`src/isoch_rx_pkg.sv`:
```
package isoch_rx_pkg;

	// ---------------------------------------------------------------
	// register map
	// ---------------------------------------------------------------
	localparam int          CONTEXT_COUNT     = 4;
	localparam logic [15:0] DESC_PTR_BASE     = 16'h040c;  // context n at base + stride * n
	localparam logic [15:0] CONTEXT_STRIDE    = 16'h0020;
	localparam logic [15:0] CONTROL_BASE      = 16'h0400;  // control/status, same stride
	localparam logic [15:0] CONTROL_SET_OFS   = 16'h0000;
	localparam logic [15:0] CONTROL_CLEAR_OFS = 16'h0004;
	localparam logic [15:0] PTR_LOAD_OFS      = 16'h0008;  // software seed for the pointer

	// ---------------------------------------------------------------
	// control/status field positions
	// ---------------------------------------------------------------
	localparam int BIT_PACKED  = 31;
	localparam int BIT_RUN     = 15;
	localparam int BIT_HALTED  = 11;
	localparam int BIT_BUSY    = 10;
	localparam int SPEED_LSB   = 5;
	localparam int EVENT_LSB   = 0;

	// ---------------------------------------------------------------
	// receive speed codes
	// ---------------------------------------------------------------
	localparam logic [2:0] SPEED_100 = 3'h0;
	localparam logic [2:0] SPEED_200 = 3'h1;
	localparam logic [2:0] SPEED_400 = 3'h2;

	// ---------------------------------------------------------------
	// completion event codes
	// ---------------------------------------------------------------
	localparam logic [4:0] EVT_NONE            = 5'h00;
	localparam logic [4:0] EVT_LONG_PACKET     = 5'h02;
	localparam logic [4:0] EVT_DESCRIPTOR_READ = 5'h05;
	localparam logic [4:0] EVT_DATA_WRITE      = 5'h07;
	localparam logic [4:0] EVT_OVERRUN         = 5'h0c;
	localparam logic [4:0] EVT_UNKNOWN         = 5'h0e;
	localparam logic [4:0] ACK_COMPLETE        = 5'h11;
	localparam logic [4:0] ACK_DATA_ERROR      = 5'h1d;

	// packet outcome reported by the receive datapath
	typedef enum logic [2:0] {
		RX_OK       = 3'h0,
		RX_LEN_ERR  = 3'h1,
		RX_CRC_ERR  = 3'h2,
		RX_OVERRUN  = 3'h3,
		RX_LONG     = 3'h4,
		RX_UNKNOWN  = 3'h5
	} rx_outcome_t;

	// context sequencer states, gray along idle-fetch-busy-stop
	typedef enum logic [1:0] {
		ST_IDLE  = 2'b00,
		ST_FETCH = 2'b01,
		ST_BUSY  = 2'b11,
		ST_STOP  = 2'b10
	} ctx_state_t;

endpackage : isoch_rx_pkg

```
`src/isoch_rx_context_status.sv`:
```
// Decided for this implementation: register access over AXI4-Lite.
`timescale 1ns/100ps
module isoch_rx_context_status
	import isoch_rx_pkg::*;
#(
	parameter int CONTEXTS = isoch_rx_pkg::CONTEXT_COUNT
)
(
	input  wire logic                         clk,
	input  wire logic                         sys_rst,
	// axi4-lite slave
	input  wire logic [15:0]                  s_axi_awaddr,
	input  wire logic                         s_axi_awvalid,
	output logic                              s_axi_awready,
	input  wire logic [31:0]                  s_axi_wdata,
	input  wire logic [3:0]                   s_axi_wstrb,
	input  wire logic                         s_axi_wvalid,
	output logic                              s_axi_wready,
	output logic [1:0]                        s_axi_bresp,
	output logic                              s_axi_bvalid,
	input  wire logic                         s_axi_bready,
	input  wire logic [15:0]                  s_axi_araddr,
	input  wire logic                         s_axi_arvalid,
	output logic                              s_axi_arready,
	output logic [31:0]                       s_axi_rdata,
	output logic [1:0]                        s_axi_rresp,
	output logic                              s_axi_rvalid,
	input  wire logic                         s_axi_rready,
	// descriptor fetch and receive datapath, per context
	input  wire logic [CONTEXTS-1:0]          fetch_done,
	input  wire logic [CONTEXTS*32-1:0]       fetch_next,
	input  wire logic [CONTEXTS-1:0]          list_end,
	input  wire logic [CONTEXTS-1:0]          fatal_error,
	input  wire logic [CONTEXTS-1:0]          pkt_done,
	input  wire logic [CONTEXTS*3-1:0]        pkt_speed,
	input  wire logic [CONTEXTS*3-1:0]        pkt_outcome,
	output logic [CONTEXTS-1:0]               fetch_req,
	output logic [CONTEXTS*32-1:0]            fetch_addr,
	output logic [CONTEXTS-1:0]               pkt_backout
);
	import isoch_rx_pkg::*;

	localparam logic [1:0] RESP_OKAY   = 2'h0;
	localparam logic [1:0] RESP_SLVERR = 2'h2;

	typedef struct packed {
		logic        aw_held;
		logic [15:0] awaddr;
		logic        w_held;
		logic [31:0] wdata;
		logic [3:0]  wstrb;
		logic        bvalid;
		logic [1:0]  bresp;
		logic        rvalid;
		logic [31:0] rdata;
		logic [1:0]  rresp;
	} bus_t;

	bus_t cur;
	bus_t next_cur;

	logic [CONTEXTS-1:0]    run_set;
	logic [CONTEXTS-1:0]    run_clear;
	logic [CONTEXTS-1:0]    packed_set;
	logic [CONTEXTS-1:0]    packed_clear;
	logic [CONTEXTS-1:0]    ptr_load;
	logic [CONTEXTS*32-1:0] status_word;
	logic [CONTEXTS*32-1:0] descriptor_pointer;
	logic                   do_write;

	// ---------------------------------------------------------------
	// contexts
	// ---------------------------------------------------------------
	// one instance per context
	for (genvar n = 0; n < CONTEXTS; n++)
	begin : g_ctx
		isoch_rx_context u_ctx (
			.clk                (clk),
			.sys_rst            (sys_rst),
			.run_set            (run_set[n]),
			.run_clear          (run_clear[n]),
			.packed_set         (packed_set[n]),
			.packed_clear       (packed_clear[n]),
			.ptr_load           (ptr_load[n]),
			.ptr_value          (cur.wdata),
			.fetch_done         (fetch_done[n]),
			.fetch_next         (fetch_next[n*32 +: 32]),
			.list_end           (list_end[n]),
			.fatal_error        (fatal_error[n]),
			.pkt_done           (pkt_done[n]),
			.pkt_speed          (pkt_speed[n*3 +: 3]),
			.pkt_outcome        (rx_outcome_t'(pkt_outcome[n*3 +: 3])),
			.fetch_req          (fetch_req[n]),
			.fetch_addr         (fetch_addr[n*32 +: 32]),
			.pkt_backout        (pkt_backout[n]),
			.status_word        (status_word[n*32 +: 32]),
			.descriptor_pointer (descriptor_pointer[n*32 +: 32])
		);
	end

	// ---------------------------------------------------------------
	// write decode
	// ---------------------------------------------------------------
	// set/clear pair avoids read-modify-write races with hardware
	assign do_write = cur.aw_held && cur.w_held && !cur.bvalid;

	always_comb
	begin
		logic [15:0] ofs;
		ofs          = '0;
		run_set      = '0;
		run_clear    = '0;
		packed_set   = '0;
		packed_clear = '0;
		ptr_load     = '0;
		for (int n = 0; n < CONTEXTS; n++)
		begin
			ofs = 16'(CONTROL_BASE + 16'(n) * CONTEXT_STRIDE);
			if (do_write && cur.awaddr == 16'(ofs + CONTROL_SET_OFS))
			begin
				run_set[n]    = cur.wstrb[1] && cur.wdata[BIT_RUN];
				packed_set[n] = cur.wstrb[3] && cur.wdata[BIT_PACKED];
			end
			if (do_write && cur.awaddr == 16'(ofs + CONTROL_CLEAR_OFS))
			begin
				run_clear[n]    = cur.wstrb[1] && cur.wdata[BIT_RUN];
				packed_clear[n] = cur.wstrb[3] && cur.wdata[BIT_PACKED];
			end
			if (do_write && cur.awaddr == 16'(ofs + PTR_LOAD_OFS))
				ptr_load[n] = &cur.wstrb;
		end
	end

	// ---------------------------------------------------------------
	// bus sequencing
	// ---------------------------------------------------------------
	always_comb
	begin
		logic        hit;
		logic [15:0] ofs;
		hit      = 1'b0;
		ofs      = '0;
		next_cur = cur;
		if (s_axi_awvalid && !cur.aw_held)
		begin
			next_cur.aw_held = 1'b1;
			next_cur.awaddr  = {s_axi_awaddr[15:2], 2'b00};
		end
		if (s_axi_wvalid && !cur.w_held)
		begin
			next_cur.w_held = 1'b1;
			next_cur.wdata  = s_axi_wdata;
			next_cur.wstrb  = s_axi_wstrb;
		end
		if (do_write)
		begin
			// pointer offset itself is accepted and ignored
			hit = 1'b0;
			for (int n = 0; n < CONTEXTS; n++)
			begin
				ofs = 16'(CONTROL_BASE + 16'(n) * CONTEXT_STRIDE);
				if (cur.awaddr >= ofs && cur.awaddr <= 16'(ofs + DESC_PTR_BASE - CONTROL_BASE))
					hit = 1'b1;
			end
			next_cur.aw_held = 1'b0;
			next_cur.w_held  = 1'b0;
			next_cur.bvalid  = 1'b1;
			next_cur.bresp   = hit ? RESP_OKAY : RESP_SLVERR;
		end
		if (cur.bvalid && s_axi_bready)
			next_cur.bvalid = 1'b0;
		if (s_axi_arvalid && !cur.rvalid)
		begin
			next_cur.rvalid = 1'b1;
			next_cur.rdata  = '0;
			next_cur.rresp  = RESP_SLVERR;
			for (int n = 0; n < CONTEXTS; n++)
			begin
				ofs = 16'(CONTROL_BASE + 16'(n) * CONTEXT_STRIDE);
				if ({s_axi_araddr[15:2], 2'b00} == 16'(ofs + CONTROL_SET_OFS) ||
				    {s_axi_araddr[15:2], 2'b00} == 16'(ofs + CONTROL_CLEAR_OFS))
				begin
					next_cur.rdata = status_word[n*32 +: 32];
					next_cur.rresp = RESP_OKAY;
				end
				if ({s_axi_araddr[15:2], 2'b00} == 16'(DESC_PTR_BASE + 16'(n) * CONTEXT_STRIDE))
				begin
					next_cur.rdata = descriptor_pointer[n*32 +: 32];
					next_cur.rresp = RESP_OKAY;
				end
			end
		end
		else if (cur.rvalid && s_axi_rready)
			next_cur.rvalid = 1'b0;
	end

	always_ff @(posedge clk or posedge sys_rst)
	begin
		if (sys_rst)
			cur <= '0;
		else
			cur <= next_cur;
	end

	// handshake outputs
	assign s_axi_awready = !cur.aw_held;
	assign s_axi_wready  = !cur.w_held;
	assign s_axi_bvalid  = cur.bvalid;
	assign s_axi_bresp   = cur.bresp;
	assign s_axi_arready = !cur.rvalid;
	assign s_axi_rvalid  = cur.rvalid;
	assign s_axi_rdata   = cur.rdata;
	assign s_axi_rresp   = cur.rresp;

endmodule : isoch_rx_context_status

```
`src/isoch_rx_context.sv`:
```
`timescale 1ns/100ps
// one receive context: enable, halted and busy flags, status fields, pointer
module isoch_rx_context
	import isoch_rx_pkg::*;
(
	input  wire logic                 clk,
	input  wire logic                 sys_rst,
	input  wire logic                 run_set,
	input  wire logic                 run_clear,
	input  wire logic                 packed_set,
	input  wire logic                 packed_clear,
	input  wire logic                 ptr_load,
	input  wire logic [31:0]          ptr_value,
	input  wire logic                 fetch_done,
	input  wire logic [31:0]          fetch_next,
	input  wire logic                 list_end,
	input  wire logic                 fatal_error,
	input  wire logic                 pkt_done,
	input  wire logic [2:0]           pkt_speed,
	input  wire isoch_rx_pkg::rx_outcome_t pkt_outcome,
	output logic                      fetch_req,
	output logic [31:0]               fetch_addr,
	output logic                      pkt_backout,
	output logic [31:0]               status_word,
	output logic [31:0]               descriptor_pointer
);
	import isoch_rx_pkg::*;

	typedef struct packed {
		ctx_state_t  state;
		logic        run;
		logic        packed_mode;
		logic        halted;
		logic [2:0]  speed;
		logic [4:0]  event_code;
		logic        backout;
		logic [31:0] pointer;
	} ctx_t;

	ctx_t cur;
	ctx_t next_cur;

	// ---------------------------------------------------------------
	// sequencer and status update
	// ---------------------------------------------------------------
	always_comb
	begin
		next_cur         = cur;
		next_cur.backout = 1'b0;
		if (run_set)
			next_cur.run = 1'b1;
		if (run_clear)
		begin
			next_cur.run    = 1'b0;  // only software moves the enable
			next_cur.halted = 1'b0;
		end
		// mode may only change while stopped and idle
		if (!cur.run && cur.state == ST_IDLE)
		begin
			if (packed_set)
				next_cur.packed_mode = 1'b1;
			if (packed_clear)
				next_cur.packed_mode = 1'b0;
			if (ptr_load)
				next_cur.pointer = ptr_value;
		end
		unique case (cur.state)
			ST_IDLE:
			begin
				// only a fresh enable starts a fetch, so an ended list stays idle
				if (run_set && !cur.halted)
					next_cur.state = ST_FETCH;  // first block from pointer
			end
			ST_FETCH:
			begin
				if (fetch_done)
				begin
					next_cur.pointer    = fetch_next;
					next_cur.event_code = EVT_NONE;
					next_cur.state      = ST_BUSY;
				end
			end
			ST_BUSY:
			begin
				if (pkt_done)
				begin
					next_cur.speed = pkt_speed;
					if (cur.packed_mode)
					begin
						// bad packets are rewound out of the buffer
						unique case (pkt_outcome)
							RX_LEN_ERR, RX_CRC_ERR, RX_OVERRUN: next_cur.backout = 1'b1;
							RX_OK, RX_LONG: next_cur.event_code = ACK_COMPLETE;
							default: next_cur.event_code = EVT_UNKNOWN;
						endcase
					end
					else
					begin
						unique case (pkt_outcome)
							RX_OK:                  next_cur.event_code = ACK_COMPLETE;
							RX_LEN_ERR, RX_CRC_ERR: next_cur.event_code = ACK_DATA_ERROR;
							RX_OVERRUN:             next_cur.event_code = EVT_OVERRUN;
							RX_LONG:                next_cur.event_code = EVT_LONG_PACKET;
							default:                next_cur.event_code = EVT_UNKNOWN;
						endcase
						next_cur.state = ST_FETCH;  // one packet per buffer
					end
				end
				if (list_end)
					next_cur.state = ST_STOP;
			end
			ST_STOP:
				next_cur.state = ST_IDLE;
		endcase
		// a stopped or failed context drops busy
		// stop must still fall through to idle, or mode and pointer stay locked
		if (cur.state != ST_IDLE && cur.state != ST_STOP && (!next_cur.run || list_end))
			next_cur.state = ST_STOP;
		if (fatal_error && cur.state != ST_IDLE)
		begin
			next_cur.halted     = 1'b1;  // set wins over clear
			next_cur.state      = ST_STOP;
			next_cur.event_code = (cur.state == ST_FETCH) ? EVT_DESCRIPTOR_READ : EVT_DATA_WRITE;
		end
	end

	always_ff @(posedge clk or posedge sys_rst)
	begin
		if (sys_rst)
			cur <= '0;
		else
			cur <= next_cur;
	end

	// ---------------------------------------------------------------
	// outputs
	// ---------------------------------------------------------------
	assign fetch_req          = (cur.state == ST_FETCH);
	assign fetch_addr         = cur.pointer;
	assign pkt_backout        = cur.backout;
	assign descriptor_pointer = cur.pointer;  // read only to software

	// reserved bits read zero
	always_comb
	begin
		status_word                                = '0;
		status_word[BIT_PACKED]                    = cur.packed_mode;
		status_word[BIT_RUN]                       = cur.run;
		status_word[BIT_HALTED]                    = cur.halted;
		status_word[BIT_BUSY]                      = (cur.state == ST_FETCH) || (cur.state == ST_BUSY);
		status_word[SPEED_LSB +: 3]                = cur.speed;
		status_word[EVENT_LSB +: 5]                = cur.event_code;
	end

endmodule : isoch_rx_context

```
`config.mk`:
```
export PLATFORM = sky130hd
export DESIGN_NAME = isoch_rx_context_status
export DESIGN_NICKNAME = d
export VERILOG_FILES = /design/src/isoch_rx_pkg.sv /design/src/isoch_rx_context_status.sv /design/src/isoch_rx_context.sv
export SDC_FILE = /design/constraint.sdc
export NUM_CORES = 1
export LEC_CHECK = 0
export ABC_CLOCK_PERIOD_IN_PS = 16850
export BUFFER_PORTS_ARGS = -buffer_cell sky130_fd_sc_hd__buf_2
export CORE_UTILIZATION = 57
export DETAILED_ROUTE_END_ITERATION = 12
export GPL_ROUTABILITY_DRIVEN = 0
export PLACE_DENSITY = 0.95
export SYNTH_ARGS = -nofsm -noshare
export SYNTH_HDL_FRONTEND = slang
export SYNTH_SLANG_ARGS = --single-unit
```
`constraint.sdc`:
```
create_clock -name clk -period 16.85 [get_ports clk]
set_input_delay 0.8425 -clock clk [delete_from_list [all_inputs] [get_ports clk]]
set_output_delay 0.8425 -clock clk [all_outputs]
set_load 0.02 [all_outputs]
```
==> metrics.md <==
| Metric | Value |
|---|---|
| CTS tree | yes |
| Cts repair resizes | 0 |
| Core Box Area | about 25000 um^2 |
| Final hold slack | ~460 ps |
| Clk sinks | approximately 270 |
| Largest net degree at the start of global routing | 133 |
| Synth Register Bits | 272 |
| Max Cap Violations | 0 |
| Main area contributors after synthesis | dfrtp_1 47%, mux2i_1 9.0%, buf_4 8.8% |
| Worst Path Max Fanout | 20 |
| WL/cell | roughly 25 um |
| DR vias/cell | 6.451 |
| Mean Syn Cell Area | 9.875 um^2 |
| Skew final | ~6.7 ps |
| Root Buffer | clkbuf_16 |
| Most frequent cells in the layout | 413 x buf_2, 272 x dfrtp_1, 203 x nor2_1, 154 x a21oi_1, 132 x mux2i_1 |
| First drt pass iteration count | 7 |
| Most common cell after layout, fill and taps aside | buf_2 |
| Die area | between 20000 and 30000 um^2 |
| Routed WL | approximately 50000 um |
| Non-Filler Instances | approximately 2000 |
| CP arrival | 3880 ps |
| Die Span X | roughly 160 um |
| Starting density of the core | between 50% and 60% |
| Vias in the first global route | 12780 |
| GRT Total Usage | between 30% and 40% |
| Max clock buf depth | 3 |
| Worst path required time | approximately 17000 ps |
| Htree depth | 1 |
| Initial antenna violation count | 10 |
| Final-stage net count | between 1500 and 2000 |
| Critical path class | in2reg |
| CP Capture Type | register |
| Reg2reg path depth | 6 |
| Final Setup Violations | 0 |
| Max_slew headroom | ~7% |
| Status | complete, no violations |
| Sequential area share after synthesis | between 40% and 50% |
| Post-DP HPWL | ~35000 um |
| Die H | between 150 and 200 um |
| Clk Latency, worst-skew pair | about 560 ps |
| RSZ-0062 raised after global routing | no |
| DR vias | between 10000 and 15000 |
| Post-synth ARST share | between 90% and 100% |
| Number of synthesized flops with an enable pin | 0 |
| Hold/Removal Path Class | in2async |
| Antenna Violating Nets Remaining | 0 |
| Row cnt | 58 |
| Port Buf Inserts | ~410 |
| Peak VDD IR | 0.07839 mV |
| Placed Instances | between 1500 and 2000 |
| LEAKAGE | 8.060 nW |
| Final Hold Fails | 0 |
| Worst-margin pin slew | around 1400 ps |
| DRT iter0 DRCs | 2042 |
| First-pass GRT wire length | roughly 73000 um |
| Total number of yosys warnings | 0 |
| Fin crit share | about a fifth |
| Critical Path Start Type | primary input |
| Gr ovfl total | 0 |
| Cts bufs inserted | 28 |
| Area Overhead vs Synth | 14.17% |
| Final min period | between 3000 and 4000 ps |
| I/O Pins | 420 |
| Post-CTS Setup Bufs | 0 |
| CTS clk-pin slew, worst paths | ~70 ps |
| Synth cell types | 62 |
| Pwr dens | 107.1 nW/um^2 |
| Mapped Area | around 15000 um^2 |
| DRC Markers | 0 |
| Setup TNS | 0 ps |
| CTS Hold Bufs | 0 |
| Top FF cell, synth | dfrtp_1 |
| Synth top area share | 46.60% |
| Share of layout cells above drive strength 1 | 34.39% |
| Slew Limit Fails | 0 |
| Gate count after technology mapping | 1479 |
| Fmax | 293.5 MHz |
| Post-synth top area cell | dfrtp_1 |
[power breakdown]
group          internal, mW  total, mW  switching, mW
clock                 0.399      0.667          0.268
combinational         0.123      0.257          0.135
sequential            0.730      0.861          0.131
total                  1.25       1.79          0.534
[path summary, 6_finish.rpt]
| check | startpoint | endpoint | slack (ps) |
|---|---|---|---|
| min in group clk | s_axi_rready | s_axi_rvalid | 470 |
| max reg2reg | s_axi_rvalid | s_axi_rdata[1] | 13820 |
| max | s_axi_araddr[13] | s_axi_rdata[20] | 13440 |
| max in group asynchronous | sys_rst | g_ctx[3].u_ctx.status_word[11] | 14740 |
| min reg2reg | s_axi_rdata[13] | s_axi_rdata[13] | 490 |
| min | sys_rst | s_axi_bvalid | 460 |
[stage by stage]
stage	setup WS (ps)	power, mW	instance area (um^2)	util, %
floorplan	8512	0.9862	14610	-
global placement	13090	1.093	15660	62.19
detailed placement	12970	1.113	15660	62.19
CTS	13510	1.773	16650	66.12
global route	13330	1.835	16670	66.20
finish	13440	1.785	16670	66.22
[cell usage after synthesis, drive strengths merged, types with 4 or more instances]
| cell | instances |
|---|---|
| nand4 | 6 |
| mux2i | 132 |
| buf | 191 |
| nor2b | 9 |
| a211oi | 5 |
| inv | 33 |
| a21o | 5 |
| a21oi | 154 |
| nand4b | 4 |
| a22oi | 4 |
| a211o | 4 |
| mux2 | 82 |
| a221oi | 14 |
| a222oi | 16 |
| and3 | 6 |
| a31oi | 12 |
| o22ai | 28 |
| nand2 | 53 |
| dfrtp | 272 |
| o21a | 4 |
| nand3 | 14 |
| nor3 | 21 |
| o21ai | 55 |
| nor4 | 10 |
| o211ai | 12 |
| a22o | 23 |
| clkbuf | 65 |
| nand2b | 5 |
| nor2 | 203 |
[per-layer routing]
layer / track usage (%) / routed length (um) / vias to the layer above
li1: - / - / 5503
met1: 47.63 / 17970 / 6288
met2: 56.89 / 22720 / 1161
met3: 10.37 / 6630 / 254
met4: 20.80 / 2857 / 0
met5: 0 / 0 / -
[kinds of logic after synthesis]
family,share of synthesized area (%)
buffers and inverters,12.03
other,0.02568
flip-flops,46.60
AO/OA/AOI/OAI,14.69
multiplexers,15.52
AND/OR/NAND/NOR,11.13
[critical path, cell delays in order]
cell and delay, ps:
buf_2 90, or4_1 720, or4_4 680, nor3_4 950, a222oi_1 310, a31oi_1 250
[area by class of cell]
cell class              count  area (um^2)
repair buffers            431         2202
well taps                 330        412.9
clock inverters             8        117.6
multi-input cells         918         6103
flip-flops and latches    272         6807
inverters                  34        135.1
diodes                     10        25.02
fillers                  1841         8507
clock buffers              44        872.1
[flip-flops by register name, summed over array words and instances (netlist names)]
register and cells:
g_ctx.u_ctx.status_word 44, s_axi_rvalid 1, s_axi_rdata 32, g_ctx.u_ctx.descriptor_pointer 128, g_ctx.u_ctx.pkt_backout 4, s_axi_rresp 1, s_axi_bvalid 1, cur 52
s_axi_bresp 1, g_ctx.u_ctx.cur 8
No activity file was read; power rests on OpenSTA's default activity.
